## src/hw/tpw_defines.svh

```systemverilog
// Purpose: Offsets, field positions, reset values and codes of the timer
// Assumes: 8-bit register port, byte offsets
// Notes:   Definitions only
`ifndef TPW_DEFINES_SVH
`define TPW_DEFINES_SVH
// Register offsets
`define TPW_OFF_CTRL      4'h0
`define TPW_OFF_CNT_HI    4'h1
`define TPW_OFF_CNT_LO    4'h2
`define TPW_OFF_MOD_HI    4'h3
`define TPW_OFF_MOD_LO    4'h4
`define TPW_OFF_CH0_CTRL  4'h5
`define TPW_CH_STRIDE     4'h3
`define TPW_OFF_SYSOPT    4'hB
// Control register fields
`define TPW_TOF_BIT       7
`define TPW_CENTER_ALIGNED_PWM_BIT      5
`define TPW_CLK_MSB       4
`define TPW_CLK_LSB       3
`define TPW_PS_MSB        2
`define TPW_PS_LSB        0
// Channel control fields
`define TPW_CHF_BIT       7
`define TPW_MS_MSB        5
`define TPW_MS_LSB        4
`define TPW_ELS_MSB       3
`define TPW_ELS_LSB       2
// Values
`define TPW_RST_BYTE      8'h00
`define TPW_RST_WORD      16'h0000
`define TPW_FREE_TOP      16'hFFFF
`define TPW_CNT_ONE       16'h0001
`endif

```

## src/hw/tpw_pkg.sv

```systemverilog
// Purpose: Types shared by the timer design
// Assumes: Used with tpw_defines.svh
// Notes:   Types only
package tpw_pkg;
	typedef enum logic [1:0] {CLK_OFF, CLK_BUS, CLK_FIXED, CLK_EXT} tpw_clksrc_t;
	typedef enum logic [2:0] {CH_OFF, CH_CAPTURE, CH_COMPARE, CH_EDGE_ALIGNED_PWM, CH_CENTER_ALIGNED_PWM} tpw_chmode_t;
	typedef enum {DIR_UP, DIR_DOWN} tpw_dir_t;
endpackage : tpw_pkg

```

## src/hw/tpw_timer.sv

```systemverilog
// Purpose: 16-bit two-channel timer with capture, compare and PWM
// Assumes: Pin inputs synchronous to MCLK; clocks stop outside in stop mode
// Notes:   Pin outputs lag the channel state by one MCLK cycle
// How it works
// - Per-channel position bit: 0 routes to port A pin, 1 to port B pin.
// - Each channel alone picks capture, compare or edge PWM.
// - One control bit forces every channel with nonzero edge/level bits into center-aligned PWM.
// - Counter holds while background debug is active.
// - Runs in wait; halts with clocks stopped in stop mode.
// - Capture edge copies counter into channel value and sets flag.
// - Capture edge: rising, falling, either, or none disables channel.
// - Compare match sets flag and applies pin action.
// - Compare action: low, high, toggle, or pin untouched.
// - Edge PWM period is modulo plus one; value sets duty.
// - Edge PWM pulses start at period start; polarity selectable.
// - Edge PWM flags at period end and duty transition.
// - Center mode counts up to modulo then down to zero.
// - Center mode: active on down match, inactive on up match.
// - Modulo 0x0000 or 0xFFFF makes counter free-running.
// - Reading the counter never disturbs counting.
// - Writing either counter byte resets it; data ignored.
// - Source bus, fixed or external, then prescale 1 to 128.
// - Fixed clock source is synchronised to the bus clock.
// - One request per channel plus one terminal-count request.
// - After reset no function claims any pin.
// - High-true edge PWM: high at restart, low at match; else inverted.
//
// The address-and-strobe port and the register offsets were decided locally.
`timescale 1ns/10ps
`include "tpw_defines.svh"
module tpw_timer
	import tpw_pkg::*;
#(
	parameter int CHANNELS = 2
) (
	input  wire logic                MCLK,
	input  wire logic                RST,
	input  wire logic                CE,
	input  wire logic [3:0]          ADDR,
	input  wire logic [7:0]          WDATA,
	input  wire logic                WR,
	input  wire logic                RD,
	output logic      [7:0]          RDATA,
	input  wire logic                BACKGROUND_DEBUG_MODE,
	input  wire logic                FIXED_CLK,
	input  wire logic                EXTERNAL_COUNT_CLOCK,
	input  wire logic [CHANNELS-1:0] PORT_A_IN,
	output logic      [CHANNELS-1:0] PORT_A_OUT,
	output logic      [CHANNELS-1:0] PORT_A_OE,
	input  wire logic [CHANNELS-1:0] PORT_B_IN,
	output logic      [CHANNELS-1:0] PORT_B_OUT,
	output logic      [CHANNELS-1:0] PORT_B_OE,
	output logic      [CHANNELS-1:0] CHAN_REQ,
	output logic                     TERM_REQ
);

	////////////////////////////////////////////////////////////////////////////
	// Helpers
	function automatic logic [6:0] pre_mask(input logic [2:0] ps);
		pre_mask = 7'((8'h01 << ps) - 8'h01);
	endfunction : pre_mask

	function automatic tpw_chmode_t ch_mode(input logic cp, input logic [1:0] ms,
		input logic [1:0] els);
		if (cp)
			ch_mode = (els == 2'b00) ? CH_OFF : CH_CENTER_ALIGNED_PWM;
		else if (ms[1])
			ch_mode = (els == 2'b00) ? CH_OFF : CH_EDGE_ALIGNED_PWM;
		else if (ms[0])
			ch_mode = CH_COMPARE;
		else
			ch_mode = (els == 2'b00) ? CH_OFF : CH_CAPTURE;
	endfunction : ch_mode

	////////////////////////////////////////////////////////////////////////////
	// State
	logic                          tof;
	logic                          center_aligned_pwm;
	tpw_clksrc_t                   clk_sel;
	logic [2:0]                    ps;
	logic [15:0]                   cnt;
	logic [15:0]                   modv;
	tpw_dir_t                      dir;
	logic [6:0]                    pre;
	logic [2:0]                    sync1;
	logic [2:0]                    sync2;
	logic [2:0]                    sync3;
	logic [CHANNELS-1:0][15:0]     cv;
	logic [CHANNELS-1:0][1:0]      ms;
	logic [CHANNELS-1:0][1:0]      els;
	logic [CHANNELS-1:0]           chf;
	logic [CHANNELS-1:0]           pos;
	logic [CHANNELS-1:0]           chan_out;
	logic [CHANNELS-1:0]           pin_prev;
	logic                          src_tick;
	logic                          tick;
	logic                          wrap;
	logic [15:0]                   top;
	logic [15:0]                   next_cnt;
	tpw_dir_t                      next_dir;
	logic                          cnt_wr;

	assign cnt_wr = WR && (ADDR == `TPW_OFF_CNT_HI || ADDR == `TPW_OFF_CNT_LO);

	////////////////////////////////////////////////////////////////////////////
	// Source selection; the first sync stage feeds only the second
	always_ff @(posedge MCLK or posedge RST) begin
		if (RST) begin
			sync1 <= 3'h0;
			sync2 <= 3'h0;
			sync3 <= 3'h0;
		end else if (CE) begin
			sync1 <= {1'b0, EXTERNAL_COUNT_CLOCK, FIXED_CLK};
			sync2 <= sync1;
			sync3 <= sync2;
		end
	end

	// Rising edge of the chosen source, or every bus cycle
	always_comb begin
		case (clk_sel)
			CLK_BUS:   src_tick = 1'b1;
			CLK_FIXED: src_tick = sync2[0] & ~sync3[0];
			CLK_EXT:   src_tick = sync2[1] & ~sync3[1];
			default:   src_tick = 1'b0;
		endcase
		// Debug halts the count without touching the register contents
		src_tick = src_tick & ~BACKGROUND_DEBUG_MODE;
		tick     = src_tick && ((pre & pre_mask(ps)) == pre_mask(ps));
	end

	// Prescaler; restarts with the counter so phases stay predictable
	always_ff @(posedge MCLK or posedge RST) begin
		if (RST)
			pre <= 7'h00;
		else if (CE) begin
			if (cnt_wr)
				pre <= 7'h00;
			else if (src_tick)
				pre <= pre + 7'h01;
		end
	end

	////////////////////////////////////////////////////////////////////////////
	// Counter next value
	always_comb begin
		top = (modv == `TPW_RST_WORD) ? `TPW_FREE_TOP : modv;
		next_cnt = cnt + `TPW_CNT_ONE;
		next_dir = dir;
		wrap = 1'b0;
		if (!center_aligned_pwm) begin
			next_dir = DIR_UP;
			if (cnt == top) begin
				next_cnt = `TPW_RST_WORD;
				wrap = 1'b1;
			end
		end else if (dir == DIR_UP) begin
			if (cnt >= top) begin
				next_cnt = cnt - `TPW_CNT_ONE;
				next_dir = DIR_DOWN;
			end
		end else begin
			next_cnt = cnt - `TPW_CNT_ONE;
			if (cnt <= `TPW_CNT_ONE) begin
				next_cnt = `TPW_RST_WORD;
				next_dir = DIR_UP;
				wrap = 1'b1;
			end
		end
	end

	// Counter; CE low freezes it like stopped clocks in stop mode
	always_ff @(posedge MCLK or posedge RST) begin
		if (RST) begin
			cnt <= `TPW_RST_WORD;
			dir <= DIR_UP;
		end else if (CE) begin
			if (cnt_wr) begin
				cnt <= `TPW_RST_WORD;
				dir <= DIR_UP;
			end else if (tick) begin
				cnt <= next_cnt;
				dir <= next_dir;
			end
		end
	end

	////////////////////////////////////////////////////////////////////////////
	// Module control and terminal flag; a set wins over a clear
	always_ff @(posedge MCLK or posedge RST) begin
		if (RST) begin
			tof     <= 1'b0;
			center_aligned_pwm    <= 1'b0;
			clk_sel <= CLK_OFF;
			ps      <= 3'h0;
			modv    <= `TPW_RST_WORD;
			pos     <= '0;
		end else if (CE) begin
			if (WR && ADDR == `TPW_OFF_CTRL) begin
				center_aligned_pwm    <= WDATA[`TPW_CENTER_ALIGNED_PWM_BIT];
				clk_sel <= tpw_clksrc_t'(WDATA[`TPW_CLK_MSB:`TPW_CLK_LSB]);
				ps      <= WDATA[`TPW_PS_MSB:`TPW_PS_LSB];
			end
			if (WR && ADDR == `TPW_OFF_MOD_HI)
				modv[15:8] <= WDATA;
			if (WR && ADDR == `TPW_OFF_MOD_LO)
				modv[7:0] <= WDATA;
			if (WR && ADDR == `TPW_OFF_SYSOPT)
				pos <= WDATA[CHANNELS-1:0];
			if (tick && wrap)
				tof <= 1'b1;
			else if (WR && ADDR == `TPW_OFF_CTRL && WDATA[`TPW_TOF_BIT])
				tof <= 1'b0;
		end
	end

	////////////////////////////////////////////////////////////////////////////
	// Channels: configuration, capture, compare and PWM drive
	always_ff @(posedge MCLK or posedge RST) begin
		if (RST) begin
			cv       <= '0;
			ms       <= '0;
			els      <= '0;
			chf      <= '0;
			chan_out <= '0;
			pin_prev <= '0;
		end else if (CE) begin
			for (int n = 0; n < CHANNELS; n++) begin
				logic [3:0]  base;
				logic        pin;
				logic        evt;
				logic        hit;
				logic        act;
				tpw_chmode_t m;
				base = 4'(`TPW_OFF_CH0_CTRL + n * `TPW_CH_STRIDE);
				pin  = pos[n] ? PORT_B_IN[n] : PORT_A_IN[n];
				m    = ch_mode(center_aligned_pwm, ms[n], els[n]);
				hit  = tick && (cnt == cv[n]);
				act  = ~els[n][0];
				evt  = 1'b0;
				pin_prev[n] <= pin;
				// Register writes
				if (WR && ADDR == base) begin
					ms[n]  <= WDATA[`TPW_MS_MSB:`TPW_MS_LSB];
					els[n] <= WDATA[`TPW_ELS_MSB:`TPW_ELS_LSB];
				end
				if (WR && ADDR == base + 4'h1)
					cv[n][15:8] <= WDATA;
				if (WR && ADDR == base + 4'h2)
					cv[n][7:0] <= WDATA;
				case (m)
					CH_CAPTURE: begin
						// Edge against the previous sample of the pin
						evt = (els[n][0] & pin & ~pin_prev[n]) |
						      (els[n][1] & ~pin & pin_prev[n]);
						if (evt)
							cv[n] <= cnt;
					end
					CH_COMPARE: begin
						evt = hit;
						if (hit) begin
							case (els[n])
								2'b01:   chan_out[n] <= ~chan_out[n];
								2'b10:   chan_out[n] <= 1'b0;
								2'b11:   chan_out[n] <= 1'b1;
								default: chan_out[n] <= chan_out[n];
							endcase
						end
					end
					CH_EDGE_ALIGNED_PWM: begin
						evt = hit;
						if (hit)
							chan_out[n] <= ~act;
						else if (tick && cnt == `TPW_RST_WORD)
							chan_out[n] <= act;
					end
					CH_CENTER_ALIGNED_PWM: begin
						evt = hit;
						if (hit)
							chan_out[n] <= (dir == DIR_DOWN) ? act : ~act;
					end
					default: evt = 1'b0;
				endcase
				if (evt)
					chf[n] <= 1'b1;
				else if (WR && ADDR == base && WDATA[`TPW_CHF_BIT])
					chf[n] <= 1'b0;
			end
		end
	end

	////////////////////////////////////////////////////////////////////////////
	// Pin ownership; an idle or unclocked channel leaves pins to the port
	always_ff @(posedge MCLK or posedge RST) begin
		if (RST) begin
			PORT_A_OUT <= '0;
			PORT_A_OE  <= '0;
			PORT_B_OUT <= '0;
			PORT_B_OE  <= '0;
			CHAN_REQ   <= '0;
			TERM_REQ   <= 1'b0;
		end else if (CE) begin
			for (int n = 0; n < CHANNELS; n++) begin
				logic drv;
				drv = clk_sel != CLK_OFF && els[n] != 2'b00 &&
				      ch_mode(center_aligned_pwm, ms[n], els[n]) != CH_CAPTURE;
				PORT_A_OUT[n] <= chan_out[n];
				PORT_B_OUT[n] <= chan_out[n];
				PORT_A_OE[n]  <= drv & ~pos[n];
				PORT_B_OE[n]  <= drv & pos[n];
			end
			CHAN_REQ <= chf;
			TERM_REQ <= tof;
		end
	end

	////////////////////////////////////////////////////////////////////////////
	// Read port; reads have no side effects anywhere
	always_ff @(posedge MCLK or posedge RST) begin
		if (RST)
			RDATA <= `TPW_RST_BYTE;
		else if (CE) begin
			RDATA <= `TPW_RST_BYTE;
			if (RD) begin
				case (ADDR)
					`TPW_OFF_CTRL:   RDATA <= {tof, 1'b0, center_aligned_pwm, clk_sel, ps};
					`TPW_OFF_CNT_HI: RDATA <= cnt[15:8];
					`TPW_OFF_CNT_LO: RDATA <= cnt[7:0];
					`TPW_OFF_MOD_HI: RDATA <= modv[15:8];
					`TPW_OFF_MOD_LO: RDATA <= modv[7:0];
					`TPW_OFF_SYSOPT: RDATA <= 8'(pos);
					default: begin
						for (int n = 0; n < CHANNELS; n++) begin
							if (ADDR == 4'(`TPW_OFF_CH0_CTRL + n * `TPW_CH_STRIDE))
								RDATA <= {chf[n], 1'b0, ms[n], els[n], 2'b00};
							if (ADDR == 4'(`TPW_OFF_CH0_CTRL + n * `TPW_CH_STRIDE + 1))
								RDATA <= cv[n][15:8];
							if (ADDR == 4'(`TPW_OFF_CH0_CTRL + n * `TPW_CH_STRIDE + 2))
								RDATA <= cv[n][7:0];
						end
					end
				endcase
			end
		end
	end

	////////////////////////////////////////////////////////////////////////////
	// Checks
	a_cnt_write_reset: assert property (@(posedge MCLK) disable iff (RST || !CE)
		cnt_wr |=> cnt == `TPW_RST_WORD) else $error("counter write did not reset");
	a_cnt_debug_hold: assert property (@(posedge MCLK) disable iff (RST || !CE)
		BACKGROUND_DEBUG_MODE && !cnt_wr |=> $stable(cnt))
		else $error("counter moved in debug");
	a_up_wrap_zero: assert property (@(posedge MCLK) disable iff (RST || !CE)
		tick && !center_aligned_pwm && !cnt_wr && cnt == top |=> cnt == `TPW_RST_WORD && tof)
		else $error("up count did not wrap at top");
	a_free_run_top: assert property (@(posedge MCLK) disable iff (RST || !CE)
		tick && !center_aligned_pwm && !cnt_wr && (modv == `TPW_RST_WORD || modv == `TPW_FREE_TOP)
		|=> cnt == $past(cnt) + `TPW_CNT_ONE) else $error("free run count skipped");
	a_center_turn_down: assert property (@(posedge MCLK) disable iff (RST || !CE)
		tick && center_aligned_pwm && !cnt_wr && dir == DIR_UP && cnt == top
		|=> dir == DIR_DOWN && cnt == $past(top) - `TPW_CNT_ONE)
		else $error("center count did not turn");
	a_capture_copy: assert property (@(posedge MCLK) disable iff (RST || !CE)
		ch_mode(center_aligned_pwm, ms[0], els[0]) == CH_CAPTURE && els[0] == 2'b01 && !pos[0] && !WR
		&& PORT_A_IN[0] && !pin_prev[0] |=> cv[0] == $past(cnt) && chf[0])
		else $error("capture lost");
	a_compare_flag: assert property (@(posedge MCLK) disable iff (RST || !CE)
		ch_mode(center_aligned_pwm, ms[0], els[0]) == CH_COMPARE && tick && cnt == cv[0]
		|=> chf[0] ##1 CHAN_REQ[0]) else $error("compare flag missing");
	a_edge_aligned_pwm_match_low: assert property (@(posedge MCLK) disable iff (RST || !CE)
		ch_mode(center_aligned_pwm, ms[0], els[0]) == CH_EDGE_ALIGNED_PWM && els[0] == 2'b10 && tick && cnt == cv[0]
		|=> !chan_out[0]) else $error("edge pwm did not fall at match");
	a_center_aligned_pwm_down_active: assert property (@(posedge MCLK) disable iff (RST || !CE)
		ch_mode(center_aligned_pwm, ms[1], els[1]) == CH_CENTER_ALIGNED_PWM && tick && cnt == cv[1] && dir == DIR_DOWN
		|=> chan_out[1] == ~$past(els[1][0])) else $error("center pwm not active");
	a_route_select: assert property (@(posedge MCLK) disable iff (RST || !CE)
		##1 !(PORT_A_OE[0] && PORT_B_OE[0])) else $error("channel drives two pins");

endmodule : tpw_timer

```

## config.mk

```make
export PLATFORM = sky130hd
export DESIGN_NAME = tpw_timer
export DESIGN_NICKNAME = d
export VERILOG_FILES = /design/src/hw/tpw_pkg.sv /design/src/hw/tpw_timer.sv
export VERILOG_INCLUDE_DIRS = /design/src /design/src/hw
export SDC_FILE = /design/constraint.sdc
export NUM_CORES = 1
export LEC_CHECK = 0
export BUFFER_PORTS_ARGS = -buffer_cell sky130_fd_sc_hd__buf_2
export CAP_MARGIN = 40
export CORE_MARGIN = 4
export CORE_UTILIZATION = 62
export CTS_CLUSTER_SIZE = 40
export DETAILED_ROUTE_END_ITERATION = 7
export GPL_TIMING_DRIVEN = 0
export PLACE_DENSITY_LB_ADDON = 0.05
export SLEW_MARGIN = 15
export SYNTH_ARGS = -nofsm -noshare
export SYNTH_HDL_FRONTEND = slang
export SYNTH_SLANG_ARGS = --single-unit
```

## constraint.sdc

```tcl
create_clock -name MCLK -period 4.45 [get_ports MCLK]
set_input_delay 0.445 -clock MCLK [delete_from_list [all_inputs] [get_ports MCLK]]
set_output_delay 0.445 -clock MCLK [all_outputs]
set_load 0.02 [all_outputs]
```

==> results.yml <==
cts:
  clock-sinks: 118
  tritoncts.num_buffers: 17
  cts_hold_buf: 0
  cts_max_level: 4
  cts_setup_buffers: 0
  cts_buffer_depth: 2
  clk_pin_slew_ns: 0.05
  cts_resized: 0
  cts_root_buf: "clkbuf_16"
  clk-insertion-delay-late_ns: 0.42
  cts_tree: "done"
timing:
  finalCritPeriodShare_pct: 92.9
  fmax_mhz: 242
  setup_viol: 0
  hold_violations: 0
  tightest_slew_ns: 0.877
  finalWorstSetupSlack_ns: 0.314
  finalMaxSlewViolations: 0
  skew_ns: 0.00711
  fin_crit_ns: 4.14
  max_slew_margin_pct: 41.1
  rsz0062_at_grt: "no"
  tns_ns: 0
power_and_ir_drop:
  swShare_pct: 35.9
  switching_power_mw: 1.60
  internal-power_mw: 2.86
  power_frac_clock_pct: 30.4
  ir_worst_vdd_v: 0.000362
  power_mw: 4.46
  power_frac_seq_pct: 38.5
  p_comb_share_pct: 31.1
  p_per_area_nw_per_um2: 527
  leakage_nw: 3.77
floorplan:
  start_util_pct: 64.4
  core-area_sq_um: 11600
  rows: 39
  die_y_um: 118
  die_area_sq_um: 13900
  die_x_um: 118
  io_pins: 43
detailed_routing:
  routed-via-count: 7396
  wl_met1_um: 10200
  wl_per_cell_um: 25.8
  top_layer_used: "met4"
  routed_wirelength_um: 26500
  drt_iter0_drc: 1283
  drc: 0
  antenna_left: 0
  first_pass_iters: 6
  wl_met2_um: 11200
  met3WireLength_um: 3250
  vias_per_cell: 7.21
status:
  status: "complete, no violations"
global_route:
  grt_pass1_wl_um: 40500
  grt_usage_pct: 38.0
  grt_pass1_vias: 7088
  grt_max_degree: 67
  grt-ovfl-total: 0
  antenna_found_initial: 0
cells_and_area:
  drive_above_1_share_pct: 17.7
  diodes: 0
  instances_no_fill: 1026
  area_delta_synth_final_pct: 13.3
  nets: 920
synthesis:
  ys_ff_latch: 118
  synth_top_area_share_pct: 39.5
  synth_commonest_cells: "dfrtp_1, nor2_1, mux2_2, nand2_1, clkbuf_1"
  yosysUniqueCellTypes: 61
  synth_ff_type: "dfrtp_1"
  synth_xor_area_share_pct: 4.57
  yosys_warnings: 0
  synth.area.top_cells: "dfrtp_1, mux2_2, xor2_1"
  syn_area_sq_um: 7480
  synth_edf_count: 0
  ys_seq_area_share_pct: 39.5
  syn_inst: 815
  synth_simple_gate_area_share_pct: 19.5
  syn_area_per_cell_sq_um: 9.18
  synth_compound_area_share_pct: 19.3
  synth_area_leader_cell: "dfrtp_1"
  synthMuxAreaShare_pct: 9.45
  synth.most_common_cell: "dfrtp_1"
  async_reset_ff_share_pct: 100
  synth-adder-area-share_pct: 3.51
  syn_nets: 860
  synth_top_family_by_area: "simple AND/OR/NAND/NOR gates"
placed_design:
  dpl_worst_slack_ns: 0.166
  place_inst: 997
  gp_congestion: 1.17
  dp_hpwl_um: 18700
  port_buffers: 36
critical_path:
  reg2reg_depth: 15
  start_kind: "flip-flop"
  cp.arrival_ns: 4.44
  required_ns: 4.75
  critPathCaptureType: "flip-flop"
  worstSetupPathType: "reg2reg"
  path_max_fanout: 10
min_path:
  hold_class: "in2async"
job:
  cap_violations: 0
[placed cells by master (no fill, tap or decap), types with 17 or more instances in the layout]
master / netlist / layout
o22ai_1: 24 / 24
nor3_1: 23 / 23
inv_1: 20 / 19
nand3_1: 28 / 28
dfrtp_1: 118 / 118
mux2_2: 53 / 53
a22oi_1: 18 / 18
nor4_1: 17 / 17
clkbuf_1: 48 / 45
a21oi_1: 43 / 43
buf_2: 1 / 40
a221oi_1: 20 / 20
clkbuf_16: 0 / 17
ha_1: 21 / 21
nand2b_1: 27 / 27
nand2_1: 51 / 51
o21ai_0: 36 / 36
nor2_1: 73 / 73
xor2_1: 37 / 37
[power groups by stage]
stage | combinational [mW] | sequential, mW | clock (mW)
floorplan | 0.982 | 1.60 | 0
global placement | 1.26 | 1.69 | 0
detailed placement | 1.33 | 1.70 | 0
CTS | 1.35 | 1.69 | 1.35
global route | 1.50 | 1.73 | 1.41
finish | 1.39 | 1.72 | 1.36
[final timing paths]
kind / start / endpoint / slack [ns]
min in group MCLK: EXTERNAL_COUNT_CLOCK / sync1[1] / 0.26
hold / removal: RST / sync2[1] / 0.11
hold reg to reg: RDATA[7] / RDATA[7] / 0.48
setup reg to reg: modv[13] / cnt[10] / 0.31
max in group asynchronous: RST / cv[26] / 3.66
setup / recovery: modv[13] / cnt[10] / 0.31
[metrics by stage]
step	hold WS (ns)	instance area, sq um	util, %
finish	0.107	8480	73.0
CTS	0.132	8460	72.9
floorplan	0.472	7480	-
detailed placement	0.465	7880	67.9
global placement	0.462	7840	67.5
global route	0.157	8480	73.0
[registers in the layout, summed over array words and instances (netlist names), 3 cells and up]
register  count
cv           32
els           4
ps            3
ms            4
pre           7
RDATA         8
modv         16
cnt          16
[cell families (layout without fill, tap and decap cells)]
logic type	count (synthesis)	count (layout)
simple gates	286	286
mux	64	64
fa+ha+maj	21	21
flops	118	118
buf+inv	80	148
compound gates	207	207
xor+xnor	39	39
[area by class of cell]
| class | count | area, sq um |
|---|---|---|
| well taps | 143 | 179 |
| clock buffers | 23 | 508 |
| inverters | 20 | 80.1 |
| flip-flops and latches | 118 | 2950 |
| plain buffers | 60 | 246 |
| clock inverters | 4 | 70.1 |
| fillers | 873 | 3140 |
| multi-input cells | 617 | 4210 |
| repair buffers | 41 | 230 |
[routing by layer]
layer | vias up | GRT usage [%]
met5 | - | 0
met3 | 151 | 10.5
li1 | 3129 | -
met2 | 585 | 55.4
met1 | 3531 | 50.6
met4 | 0 | 22.7
[critical path, stage by stage, from the launching register on]
cell,delay [ns]
dfrtp_1,0.45
nor4_1,0.30
and4_1,0.23
clkbuf_1,0.25
clkbuf_2,0.27
nor2_1,0.06
ha_1,0.32
nand4_1,0.14
nor4_1,0.46
o31ai_1,0.13
and3_1,0.22
and3b_1,0.23
buf_2,0.26
clkbuf_2,0.31
a21oi_1,0.11
a22oi_1,0.27
Power figures use the tool's default switching activity.
